`src/inc/wdc_pkg.sv`:
```
// ----------------------------------------------------------------
// watchdog constants
// ----------------------------------------------------------------
package wdc_pkg;
  // clock and base tick timing
  localparam int CLK_NS = 25;
  localparam int TICK_NS = 1000000; // base tick of 1 ms
  localparam int TICK_CYC = TICK_NS / CLK_NS;

  // register byte offsets
  localparam logic [3:0] OFF_CTL = 4'h0;
  localparam logic [3:0] OFF_STS = 4'h4;
  localparam logic [3:0] OFF_CLR = 4'h8;
  localparam logic [3:0] OFF_IEN = 4'hc;

  // control register fields
  localparam int B_UNLOCK = 0;
  localparam int B_EN = 1;
  localparam int B_FLAG = 2;
  localparam int B_SEL = 3;
  localparam int B_PRE = 4;
  localparam int PRE_W = 4;
  localparam logic [PRE_W-1:0] PRE_RST = 4'h0;

  // event bits of status, clear and enable registers
  localparam int EV_W = 2;
  localparam int EV_TO = 0;
  localparam int EV_REF = 1;

  // timeout counter width, holds up to 2^15 ticks
  localparam int CNT_W = 16;

  // bus answer phase
  typedef enum logic {BUS_IDLE, BUS_DONE} wdc_bus_t;
endpackage : wdc_pkg

```
`src/core/wdc_watchdog.sv`:
```
`timescale 1ns/1ps

// ----------------------------------------------------------------
// watchdog with avalon register slave
// ----------------------------------------------------------------
module wdc_watchdog #(
  parameter int TICK_CYCLES = wdc_pkg::TICK_CYC
) (
  input wire logic clk, // core clock, 40 MHz
  input wire logic srst, // hardware reset, sync, high
  input wire logic [3:0] avs_address, // byte address
  input wire logic [3:0] avs_byteenable, // byte lanes
  input wire logic avs_read, // read request
  input wire logic avs_write, // write request
  input wire logic [31:0] avs_writedata, // write data
  output logic [31:0] avs_readdata, // read data
  output logic avs_waitrequest, // stall request
  input wire logic supply_monitor, // supply alarm level
  output logic sys_reset_req, // one-cycle reset request
  output logic irq // level interrupt
);

  // ----------------------------------------------------------------
  // state
  // ----------------------------------------------------------------
  typedef struct packed {
    wdc_pkg::wdc_bus_t phase;
    logic [31:0] rdata;
    logic [wdc_pkg::PRE_W-1:0] pre;
    logic sel;
    logic flag;
    logic en;
    logic armed;
    logic restart;
    logic rst_req;
    logic [wdc_pkg::EV_W-1:0] sts;
    logic [wdc_pkg::EV_W-1:0] ien;
  } wdc_st_t;

  wdc_st_t st_r;
  wdc_st_t st_nxt;

  logic req;
  logic acc;
  logic wr;
  logic hit_ctl;
  logic ctl_acc;
  logic ctl_arm;
  logic ctl_ref;
  logic tick;
  logic cnt_expire;
  logic [31:0] rd_val;
  logic [wdc_pkg::EV_W-1:0] wr_ev;

  // ----------------------------------------------------------------
  // bus decode
  // ----------------------------------------------------------------

  // one wait cycle, then the access completes
  assign req = avs_read || avs_write;
  assign avs_waitrequest = req && (st_r.phase == wdc_pkg::BUS_IDLE);
  assign acc = req && (st_r.phase == wdc_pkg::BUS_DONE);
  assign wr = acc && avs_write && avs_byteenable[0];
  assign hit_ctl = (avs_address == wdc_pkg::OFF_CTL);
  assign wr_ev = avs_writedata[wdc_pkg::EV_W-1:0];

  // unlock sequence: arm, then the very next access may write
  assign ctl_acc = wr && hit_ctl && st_r.armed;
  assign ctl_arm = wr && hit_ctl && !st_r.armed
    && avs_writedata[wdc_pkg::B_UNLOCK];
  assign ctl_ref = wr && hit_ctl && !st_r.armed
    && !avs_writedata[wdc_pkg::B_UNLOCK];

  // read value multiplexer
  always_comb begin
    rd_val = '0;
    case (avs_address)
      wdc_pkg::OFF_CTL: begin
        rd_val[wdc_pkg::B_PRE +: wdc_pkg::PRE_W] = st_r.pre;
        rd_val[wdc_pkg::B_SEL] = st_r.sel;
        rd_val[wdc_pkg::B_FLAG] = st_r.flag;
        rd_val[wdc_pkg::B_EN] = st_r.en;
        rd_val[wdc_pkg::B_UNLOCK] = st_r.armed;
      end
      wdc_pkg::OFF_STS: begin
        rd_val[wdc_pkg::EV_W-1:0] = st_r.sts;
      end
      wdc_pkg::OFF_IEN: begin
        rd_val[wdc_pkg::EV_W-1:0] = st_r.ien;
      end
      default: begin
        rd_val = '0; // clear register and holes read zero
      end
    endcase
  end

  // ----------------------------------------------------------------
  // timing path
  // ----------------------------------------------------------------

  // base tick, restarted together with the counter
  wdc_tick_div #(
    .DIV(TICK_CYCLES)
  ) u_div (
    .clk(clk),
    .srst(srst),
    .run(st_r.en),
    .restart(st_r.restart),
    .tick(tick)
  );

  // prescaled period counter
  wdc_timeout_cnt u_cnt (
    .clk(clk),
    .srst(srst),
    .run(st_r.en),
    .restart(st_r.restart),
    .tick(tick),
    .pre(st_r.pre),
    .expire(cnt_expire)
  );

  // ----------------------------------------------------------------
  // next state
  // ----------------------------------------------------------------
  always_comb begin
    st_nxt = st_r;
    st_nxt.restart = 1'b0;
    st_nxt.rst_req = 1'b0;

    // bus phase and registered read data
    case (st_r.phase)
      wdc_pkg::BUS_IDLE: begin
        if (req) begin
          st_nxt.phase = wdc_pkg::BUS_DONE;
          st_nxt.rdata = rd_val;
        end
      end
      wdc_pkg::BUS_DONE: begin
        st_nxt.phase = wdc_pkg::BUS_IDLE;
      end
      default: begin
        st_nxt.phase = wdc_pkg::BUS_IDLE;
      end
    endcase

    // any completed access closes the unlock window
    if (acc) begin
      st_nxt.armed = ctl_arm;
    end

    // accepted control write
    if (ctl_acc) begin
      st_nxt.pre = avs_writedata[wdc_pkg::B_PRE +: wdc_pkg::PRE_W];
      st_nxt.sel = avs_writedata[wdc_pkg::B_SEL];
      st_nxt.en = avs_writedata[wdc_pkg::B_EN];
      st_nxt.restart = avs_writedata[wdc_pkg::B_EN];
      if (!avs_writedata[wdc_pkg::B_FLAG]) begin
        st_nxt.flag = 1'b0;
      end
    end

    // interrupt enable and clear registers
    if (wr && avs_address == wdc_pkg::OFF_IEN) begin
      st_nxt.ien = wr_ev;
    end
    if (wr && avs_address == wdc_pkg::OFF_CLR) begin
      st_nxt.sts = st_r.sts & ~wr_ev;
    end

    // refused control write is reported
    if (ctl_ref) begin
      st_nxt.sts[wdc_pkg::EV_REF] = 1'b1;
    end

    // supply alarm stops the watchdog
    if (supply_monitor) begin
      st_nxt.en = 1'b0;
    end

    // timeout: hardware set wins over any clear
    if (cnt_expire) begin
      st_nxt.flag = 1'b1;
      st_nxt.sts[wdc_pkg::EV_TO] = 1'b1;
      if (!st_r.sel) begin
        st_nxt.rst_req = 1'b1;
        st_nxt.en = 1'b0;
      end
    end
  end

  // ----------------------------------------------------------------
  // state register
  // ----------------------------------------------------------------

  // flag is kept by anything but the hardware reset or an accepted zero write
  always_ff @(posedge clk) begin
    if (srst) begin
      st_r <= '0;
      st_r.pre <= wdc_pkg::PRE_RST;
    end else begin
      st_r <= st_nxt;
    end
  end

  // ----------------------------------------------------------------
  // outputs
  // ----------------------------------------------------------------
  assign avs_readdata = st_r.rdata;
  assign sys_reset_req = st_r.rst_req;
  assign irq = |(st_r.sts & st_r.ien);
endmodule : wdc_watchdog

```
`src/core/wdc_tick_div.sv`:
```
`timescale 1ns/1ps
// ----------------------------------------------------------------
// base tick divider
// ----------------------------------------------------------------
module wdc_tick_div #(
  parameter int DIV = wdc_pkg::TICK_CYC
) (
  input wire logic clk, // core clock
  input wire logic srst, // sync reset
  input wire logic run, // count while high
  input wire logic restart, // zero the phase
  output logic tick // one-cycle base tick
);
  localparam int W = $clog2(DIV + 1);
  localparam logic [W-1:0] LAST = W'(DIV - 1);

  typedef struct packed {
    logic [W-1:0] cnt;
    logic tick;
  } wdc_div_st_t;

  wdc_div_st_t st_r;
  wdc_div_st_t st_nxt;

  // divide the core clock down to the base tick
  always_comb begin
    st_nxt = st_r;
    st_nxt.tick = 1'b0;
    if (!run || restart) begin
      st_nxt.cnt = '0;
    end else if (st_r.cnt == LAST) begin
      st_nxt.cnt = '0;
      st_nxt.tick = 1'b1;
    end else begin
      st_nxt.cnt = st_r.cnt + W'(1);
    end
  end

  // state register
  always_ff @(posedge clk) begin
    if (srst) begin
      st_r <= '0;
    end else begin
      st_r <= st_nxt;
    end
  end

  assign tick = st_r.tick;
endmodule : wdc_tick_div

```
`src/core/wdc_timeout_cnt.sv`:
```
`timescale 1ns/1ps
// ----------------------------------------------------------------
// prescaled timeout counter
// ----------------------------------------------------------------
module wdc_timeout_cnt (
  input wire logic clk, // core clock
  input wire logic srst, // sync reset
  input wire logic run, // watchdog enabled
  input wire logic restart, // start a new period
  input wire logic tick, // base tick pulse
  input wire logic [wdc_pkg::PRE_W-1:0] pre, // period is 2^pre ticks
  output logic expire // one-cycle timeout pulse
);
  typedef struct packed {
    logic [wdc_pkg::CNT_W-1:0] cnt;
    logic expire;
  } wdc_cnt_st_t;

  wdc_cnt_st_t st_r;
  wdc_cnt_st_t st_nxt;
  logic [wdc_pkg::CNT_W:0] lim;
  logic [wdc_pkg::CNT_W-1:0] last;

  // last tick count of the period
  assign lim = (wdc_pkg::CNT_W + 1)'(1) << pre;
  assign last = wdc_pkg::CNT_W'(lim - (wdc_pkg::CNT_W + 1)'(1));

  // count ticks, wrap and pulse at the end of a period
  always_comb begin
    st_nxt = st_r;
    st_nxt.expire = 1'b0;
    if (!run || restart) begin
      st_nxt.cnt = '0;
    end else if (tick) begin
      if (st_r.cnt == last) begin
        st_nxt.cnt = '0;
        st_nxt.expire = 1'b1;
      end else begin
        st_nxt.cnt = st_r.cnt + wdc_pkg::CNT_W'(1);
      end
    end
  end

  // state register
  always_ff @(posedge clk) begin
    if (srst) begin
      st_r <= '0;
    end else begin
      st_r <= st_nxt;
    end
  end

  assign expire = st_r.expire;
endmodule : wdc_timeout_cnt

```
`config.mk`:
```
export PLATFORM = sky130hd
export DESIGN_NAME = wdc_watchdog
export DESIGN_NICKNAME = d
export VERILOG_FILES = /design/src/inc/wdc_pkg.sv /design/src/core/wdc_watchdog.sv /design/src/core/wdc_tick_div.sv /design/src/core/wdc_timeout_cnt.sv
export SDC_FILE = /design/constraint.sdc
export NUM_CORES = 1
export LEC_CHECK = 0
export BUFFER_PORTS_ARGS = -buffer_cell sky130_fd_sc_hd__buf_2
export CAP_MARGIN = 5
export CORE_MARGIN = 2
export CORE_UTILIZATION = 30
export CTS_CLUSTER_DIAMETER = 150
export DETAILED_ROUTE_END_ITERATION = 10
export GPL_ROUTABILITY_DRIVEN = 0
export PLACE_DENSITY_LB_ADDON = 0.12
export SETUP_SLACK_MARGIN = 0.3
export SYNTH_ARGS = -nofsm -noshare
export SYNTH_HDL_FRONTEND = slang
export SYNTH_SLANG_ARGS = --single-unit
export TNS_END_PERCENT = 30
```
`constraint.sdc`:
```
create_clock -name clk -period 9.34 [get_ports clk]
set_input_delay 0 -clock clk [delete_from_list [all_inputs] [get_ports clk]]
set_output_delay 0 -clock clk [all_outputs]
set_load 0.03 [all_outputs]
```
# == Word level (Yosys, flattened, before mapping) ==
# Cells that the tools add are included.
# totals
wordCells,77
inputBits,45
output_inout_bits,35
regBits,57
# classes
bitwise,7
addsub,3
shifts,1
muxes,16
n_reduce_logical,28
eq_ne,6
# op_table
operator,count
33-bit 2-to-1 mux,1
"16-bit by 1-bit adder with 16-bit output, second input constant",2
16-bit == test,1
"16-bit == test, second input constant",1
16-bit 2-to-1 mux,1
"1-bit by 4-bit << shifter with 16-bit output, first input constant",1
"16-bit by 1-bit subtractor with 16-bit output, second input constant",1
1-bit logical AND,11
"4-bit == test, second input constant",2
1-bit 2-to-1 mux,8
2-bit OR reduction,4
2-bit 2-to-1 mux,3
6-bit 2-to-1 mux,1
2-bit case mux with 3 select lines,1
2-bit nonzero test,3
3-bit OR reduction,2
2-bit AND,2
"4-bit by 3-bit == test with 1-bit output, second input constant",1
4-bit zero test,1
1-bit NOT,4
2-bit AND reduction,2
1-bit zero test,3
1-bit logical OR,2
"2-bit by 1-bit != test with 1-bit output, second input constant",1
2 further kinds,2

# == Logic depth before layout (Yosys ltp) ==
# Gate-level depths: netlist of the first run.
# depth
ltp_word,10
ltp_mapped,14
depth_no_buf,9

# == By module ==
# From an unflattened synthesis of the first run, not the netlist that was laid out.
# unflattened
hier_cells,386
area_unflattened_um2,3289.4
# by_module_without_submodules
module,area_per_inst_um2,cells_per_inst,instances,seq_area_each_um2
wdc_watchdog,1293.7,148,1,460.4
wdc_timeout_cnt,1246.2,155,1,340.3
wdc_tick_div,749.5,83,1,340.3

# == Worst setup path after synthesis of the first run ==
# Ideal clock, no wire load.
# synth_path
path_kind,register -> register
start,register st_r[10] (netlist name)
end,register u_cnt.st_r[10] (netlist name)
required_time_ps,9225
t_arrival_ps,3177
n_path_buf,4
path_slack_ps,6048
stages_incl_launch_ff,14
setup_ps,115
period_less_slack_ps,3292
path_cell_list,dfxtp_1 > buf_6 > clkbuf_1 > or2_2 > or3_1 > ha_1 > buf_2 > or4bb_1 > a211o_1 > o211ai_1 > o2111ai_1 > o41ai_4 > buf_6 > nor2_1
# synth_via
elab_chain_len,4
# synth_rtl
element,line_no,source
1-bit by 4-bit << shifter with 16-bit output,wdc_timeout_cnt.sv:25,assign lim = (wdc_pkg::CNT_W + 1)'(1) << pre;
16-bit by 1-bit subtractor with 16-bit output,wdc_timeout_cnt.sv:26,assign last = wdc_pkg::CNT_W'(lim - (wdc_pkg::CNT_W + 1)'(1));
16-bit == test,wdc_timeout_cnt.sv:35,if (st_r.cnt == last) begin
16-bit 2-to-1 mux,wdc_timeout_cnt.sv:35,
to (signal assigned),wdc_timeout_cnt.sv:49,st_r <= st_nxt;
to (decl),wdc_timeout_cnt.sv:19,wdc_cnt_st_t st_r;
# No other way between the ends.
# A chain may end at the register's enable or synchronous reset.

# == Worst setup path after layout of the first run ==
# layout_path
start,register st_r[13] (netlist name)
end,register u_cnt.st_r[11] (netlist name)
# layout_via
elab_chain_len,4
# layout_rtl
element,line_no
1-bit by 4-bit << shifter with 16-bit output,wdc_timeout_cnt.sv:25
16-bit by 1-bit subtractor with 16-bit output,wdc_timeout_cnt.sv:26
16-bit == test,wdc_timeout_cnt.sv:35
16-bit 2-to-1 mux,wdc_timeout_cnt.sv:35
# No other way between the ends.

==> impl_metrics.json, run 1 <==
{
  "status": "completed",
  "timing_max_transition_violations_final": 0,
  "hold_class": "in2reg",
  "area_delta_synth_final_pct": 11.07,
  "avgRoutedWirePerCell_um": 12.37,
  "grt_setup_unrepaired": "no",
  "grt_antenna_before_repair": 0,
  "synth_area_leaders": "sky130_fd_sc_hd__dfxtp_1 36%, sky130_fd_sc_hd__buf_4 7.8%, sky130_fd_sc_hd__nor2_1 7.4%",
  "vias_in_the_first_global_route": 2501,
  "routed_vias": 2589,
  "synth_largest_area_cell": "sky130_fd_sc_hd__dfxtp_1",
  "syn-mean-instance-area_um2": 8.227,
  "ir_drop_mv": 0.08784,
  "synth_top_flop_cell": "sky130_fd_sc_hd__dfxtp_1",
  "grt_remaining_overflow": 0,
  "yosys_warnings": 0,
  "drt-pass1-iter-count": 4,
  "worstSetupPathType": "reg2reg",
  "min_delay_worst_endpoint": "avs_readdata[0]",
  "grt_max_degree": 29,
  "worst-endpoint-required_ns": 9.52,
  "grtUsageTotal_pct": 12.69,
  "power.share.combinational_pct": 5.4,
  "layout.cells.most_common": "sky130_fd_sc_hd__nor2_1",
  "synthDistinctLibCells": 55,
  "root_buffer": "sky130_fd_sc_hd__clkbuf_8",
  "number_of_enable_flip_flop_cells_after_synthesis": 0,
  "routed_wl_um": 6767,
  "power.density_nw_per_um2": 141.2,
  "timing.hold.ws_ns": 0.07544,
  "power.internal_mw": 0.3785,
  "switch_pwr_mw": 0.1195,
  "first_iter_violations": 91,
  "clockBufferDepth": 2,
  "detail_route.drc_violations": 0,
  "port-buffer-count": 28,
  "design.final.nets": 455,
  "die_width_um": 106.9,
  "final-hold-violation-count": 0,
  "reg_to_reg_endpoint": "u_cnt.st_r[11]",
  "diodes": 0,
  "clock_sink_count": 57,
  "r2r_setup_slack_ns": 5.27,
  "cts-resized-gates": 0,
  "final_cell_count_no_fill": 547,
  "setup_violations": 0,
  "fraction_of_power_spent_switching_nets_pct": 24.00,
  "worstSetupEndpointType": "register",
  "most-common-layout-cells": "63 x sky130_fd_sc_hd__nor2_1, 57 x sky130_fd_sc_hd__dfxtp_1, 28 x sky130_fd_sc_hd__buf_2",
  "n_fill_cell": 1116,
  "layout-drive-gt1-share_pct": 11.92,
  "timing.slew.headroom_pct": 41.59,
  "period_share_pct": 43.60,
  "clkTransAtPathRegs_ns": 0.07,
  "number_of_cells_on_the_worst_reg_to_reg_path": 9,
  "tritoncts": "done",
  "design.die.area_um2": 11420,
  "tightest_slew_ns": 0.8750,
  "cts_setup_buffers": 0,
  "sequential_fraction_of_the_synthesis_area_pct": 35.93,
  "core_footprint_um2": 10320,
  "postSynthCellCount": 386,
  "async_flop_share_pct": 0,
  "drt.antenna.violating_nets": 0,
  "synth.ff_latch_count": 57,
  "cts_made_buffers": 9,
  "clock_insertion_delay_worst_skew_ns": 0.33,
  "hold_path_stages": 4,
  "post-dp-hpwl_um": 4799,
  "period_minus_ws_final_ns": 4.072,
  "ctsHtreeMaxLevel": 3,
  "routed_via_density": 4.733,
  "synth.cell_area_um2": 3176,
  "io_pins": 80,
  "max-cap-violations": 0,
  "synth_largest_type_area_fraction_pct": 35.93,
  "floorplan.rows": 37,
  "final.setup.tns_ns": 0,
  "reg2reg_from": "st_r[13]",
  "crit_path_start_kind": "register",
  "clock-skew-final_ns": 0.01277,
  "dpl-instance-area_um2": 3223,
  "floorplan.initialDensity_pct": 30.76,
  "seq_power_share_pct": 48.9,
  "clock.fmax_mhz": 245.6,
  "timing.critical_path.fanout_max": 28,
  "cp.arrival_ns": 4.26,
  "clock_power_share_pct": 45.6,
  "post-place-cells": 521,
  "p_leak_nw": 1.330,
  "die-height_um": 106.9,
  "post_route_cell_area_um2": 3527,
  "grt_first_pass_wirelength_um": 11590,
  "hold_start": "avs_address[1]"
}
==> power groups by stage <==
stage                     logic (mW)  clock network (mW)  registers (mW)
final                         0.0270               0.227           0.244
after detailed placement      0.0238                   0           0.249
after global placement        0.0238                   0           0.249
after floorplan               0.0257                   0           0.249
after CTS                     0.0270               0.236           0.244
after global routing          0.0296               0.249           0.244
==> metrics by stage <==
stage / power [mW] / utilization (%) / setup WS [ns]
floorplan: 0.2748 / - / 6.048
global placement: 0.2729 / 31.22 / 5.349
detailed placement: 0.2729 / 31.22 / 5.223
CTS: 0.5068 / 34.17 / 5.219
global route: 0.5222 / 34.17 / 4.908
finish: 0.4980 / 34.17 / 5.268
==> worst max path at each step <==
stage             start             end  cells after the start
2_1_floorplan  st_r[10]  u_cnt.st_r[10]                     13
3_3_place_gp   st_r[12]   u_cnt.st_r[6]                      9
3_5_place_dp   st_r[12]  u_cnt.st_r[11]                      9
4_1_cts        st_r[13]   u_cnt.st_r[8]                      9
5_1_grt        st_r[12]   u_cnt.st_r[7]                      9
6_report       st_r[13]  u_cnt.st_r[11]                      9
==> synth_stat cells (all sizes together), types with 4 or more instances <==
| cell | count |
|---|---|
| xor2 | 15 |
| and3 | 8 |
| nor3b | 4 |
| nor3 | 9 |
| a22oi | 9 |
| nand4 | 6 |
| nand3 | 17 |
| nor2 | 63 |
| dfxtp | 57 |
| and2 | 5 |
| inv | 11 |
| nand2 | 24 |
| mux2i | 11 |
| xnor2 | 15 |
| nor4 | 4 |
| a21oi | 14 |
| clkbuf | 10 |
| or3 | 4 |
| o21ai | 9 |
| buf | 42 |
==> critical path: stages, from the launching register on <==
cell and delay, ns:
sky130_fd_sc_hd__dfxtp_1 0.89, sky130_fd_sc_hd__nor3_1 0.20, sky130_fd_sc_hd__nand2_1 0.14, sky130_fd_sc_hd__ha_1 0.62, sky130_fd_sc_hd__nor3b_1 0.31, sky130_fd_sc_hd__o21ai_1 0.13
sky130_fd_sc_hd__and3_1 0.21, sky130_fd_sc_hd__or4b_4 0.56, sky130_fd_sc_hd__o41ai_4 0.74, sky130_fd_sc_hd__nor2_1 0.11
==> layout make-up <==
type	instances	area [µm²]	area share, %
inverter	11	41.29	1.171
clock buffer	10	137.6	3.902
clock inverter	5	56.30	1.596
timing repair buffer	39	250.2	7.095
multi-input combinational	289	1730	49.06
sequential	57	1141	32.35
tap	136	170.2	4.824
==> state kept, by name, summed over array words and instances, names as in the netlist <==
signal / count
st_r: 14
u_div.tick: 1
u_cnt.expire: 1
avs_readdata: 8
u_div.st_r: 16
u_cnt.st_r: 16
sys_reset_req: 1
==> cell families (layout without fill, tap and decap cells) <==
logic type | Yosys count | count (layout) | synth area share [%]
flip-flops | 57 | 57 | 35.93
multiplexers | 11 | 11 | 3.467
adder cells (fa/ha/maj) | 3 | 3 | 1.182
other | 1 | 24 | 0.1181
buffers and inverters | 63 | 65 | 12.29
AND/OR/NAND/NOR | 159 | 159 | 24.67
XOR/XNOR | 30 | 30 | 8.274
AO/OA/AOI/OAI | 62 | 62 | 14.07
==> metal layers <==
metal | global-route usage (%) | up-vias | routed length (µm)
met5 | 0 | - | 0
met4 | 4.174 | 0 | 110
met3 | 4.134 | 13 | 201
met2 | 19.65 | 45 | 3076
met1 | 16.68 | 1209 | 3379
li1 | - | 1322 | -
==> repair_timing <==
| item | 4_1_cts | 5_1_grt |
|---|---|---|
| hold endpoints to repair | 11 | 0 |
| endpoints found under the setup margin | 0 | 0 |
| hold buffers | 11 | 0 |
No activity file was read; power rests on OpenSTA's default activity.
==> run 2, diff against run 1 <==
==> constraint.sdc (replaced) <==
create_clock -name clk -period 3.7 [get_ports clk]
set_input_delay 0 -clock clk [delete_from_list [all_inputs] [get_ports clk]]
set_output_delay 0 -clock clk [all_outputs]
set_load 0.03 [all_outputs]
==> impl_metrics.json, run 2 (synthesized netlist as in run 1, its figures left out) <==
{
  "period_share_pct": 86.21,
  "tritoncts": "done",
  "crit_path_start_kind": "register",
  "clock-skew-final_ns": 0.006511,
  "dpl-instance-area_um2": 3268,
  "drt-pass1-iter-count": 4,
  "post-place-cells": 527,
  "cts_made_buffers": 9,
  "timing_max_transition_violations_final": 0,
  "post_route_cell_area_um2": 3622,
  "critPathTopFamily": "simple AND/OR/NAND/NOR gates",
  "grt_setup_unrepaired": "no",
  "root_buffer": "sky130_fd_sc_hd__clkbuf_8",
  "final.setup.tns_ns": 0,
  "routed_via_density": 4.654,
  "final-hold-violation-count": 0,
  "p_leak_nw": 1.390,
  "hold_start": "avs_address[0]",
  "layout.cells.most_common": "sky130_fd_sc_hd__nor2_1",
  "grt_first_pass_wirelength_um": 11320,
  "critical_path.cell_chain": "or2_2 > or3_1 > ha_2 > buf_4 > and2_0 > o21ai_0 > a21oi_1 > or4b_4 > o41ai_4 > buf_4 > a211oi_1",
  "port-buffer-count": 28,
  "design.die.area_um2": 11420,
  "utilization_pct": 35.09,
  "routed_wl_um": 6700,
  "grtUsageTotal_pct": 12.50,
  "floorplan.initialDensity_pct": 30.76,
  "die_width_um": 106.9,
  "n_fill_cell": 1097,
  "status": "completed",
  "worstSetupEndpointType": "register",
  "slowest_delay_ns": 0.55,
  "floorplan.rows": 37,
  "timing.slew.headroom_pct": 40.61,
  "timing.hold.ws_ns": 0.07126,
  "first_iter_violations": 78,
  "slowest_stage": "sky130_fd_sc_hd__or4b_4",
  "tightest_slew_ns": 0.8891,
  "design.final.nets": 462,
  "fin_ws_ns": 0.5104,
  "reg_to_reg_endpoint": "u_cnt.st_r[6]",
  "critPathBufInv": 2,
  "number_of_cells_on_the_worst_reg_to_reg_path": 11,
  "most-common-layout-cells": "63 x sky130_fd_sc_hd__nor2_1, 57 x sky130_fd_sc_hd__dfxtp_1, 28 x sky130_fd_sc_hd__buf_2",
  "clkTransAtPathRegs_ns": 0.06,
  "clock_sink_count": 57,
  "final_cell_count_no_fill": 555,
  "detail_route.drc_violations": 0,
  "core_footprint_um2": 10320,
  "drt.antenna.violating_nets": 0,
  "diodes": 0,
  "cp.arrival_ns": 3.40,
  "ctsHtreeMaxLevel": 3,
  "grt_max_degree": 25,
  "post-dp-hpwl_um": 4818,
  "min_delay_worst_endpoint": "avs_readdata[0]",
  "vias_in_the_first_global_route": 2442,
  "area_delta_synth_final_pct": 14.07,
  "worstSetupPathType": "reg2reg",
  "ir_drop_mv": 0.1498,
  "grt_remaining_overflow": 0,
  "setup_violations": 0,
  "reg2reg_from": "st_r[10]",
  "launching_instance_or_port_of_the_critical_path": "st_r[10]",
  "largestRegisters": "u_cnt.st_r (16), u_div.st_r (16), st_r (14)",
  "r2r_setup_slack_ns": 0.51,
  "layout-drive-gt1-share_pct": 13.84,
  "clock_insertion_delay_worst_skew_ns": 0.34,
  "max-cap-violations": 0,
  "routed_vias": 2583,
  "period_minus_ws_final_ns": 3.190,
  "critPathMostFrequentCell": "sky130_fd_sc_hd__buf_4",
  "power.density_nw_per_um2": 365.3,
  "dp_slack_ns": 0.3591,
  "timing.critical_path.fanout_max": 14,
  "hold_class": "in2reg",
  "hold_path_stages": 4,
  "grt_antenna_before_repair": 0,
  "io_pins": 80,
  "clock.fmax_mhz": 313.5,
  "power.total_mw": 1.323,
  "die-height_um": 106.9,
  "avgRoutedWirePerCell_um": 12.07,
  "worst-endpoint-required_ns": 3.91,
  "clockBufferDepth": 2
}
## run 2: cell types whose count changed in the layout (fill, tap and decap cells not counted), sizes merged
cell	delta
clkbuf	+1
clkinvlp	-1
buf	+6
dlygate4sd3	+1
bufinv	+1
## run 2: layout make-up
class,count,area (µm²),area share [%]
Tap cell,136,170.2,4.698
Multi-Input combinational cell,289,1744,48.15
Timing Repair Buffer,46,305.3,8.428
Sequential cell,57,1141,31.50
Inverter,11,41.29,1.140
Clock inverter,5,78.83,2.176
Clock buffer,11,141.4,3.903
## run 2: timing repair
action                                 4_1_cts  5_1_grt
hold buffers                                12        0
buffers inserted                             0        0
resized for setup                            0        3
endpoints found under the hold margin       12        0
setup endpoints to repair                    0       16
## run 2: worst max path at each step
stage / endpoint / slack [ns] / cells past startpoint
floorplan: u_cnt.st_r[13] / 0.41 / 13
global placement: u_cnt.st_r[6] / 0.41 / 10
detailed placement: u_cnt.st_r[6] / 0.36 / 10
CTS: u_cnt.st_r[6] / 0.34 / 10
global route: u_cnt.st_r[6] / 0.34 / 11
finish: u_cnt.st_r[6] / 0.51 / 11
## run 2: per-layer routing
metal	wire length [µm]	GRT usage, %
met1	3228	16.03
met2	3205	19.97
met3	206	3.830
met4	59	4.174
met5	0	0
## run 2: power breakdown
part | switching (mW) | internal, mW
logic | 0.0513 | 0.0170
registers | 0.000640 | 0.615
clock network | 0.244 | 0.396
## run 2: tightest hold or removal path, stage by stage
cell                      delay (ns)
sky130_fd_sc_hd__buf_2          0.10
sky130_fd_sc_hd__nor3_1         0.06
sky130_fd_sc_hd__a22oi_1        0.15
sky130_fd_sc_hd__nor2_1         0.05
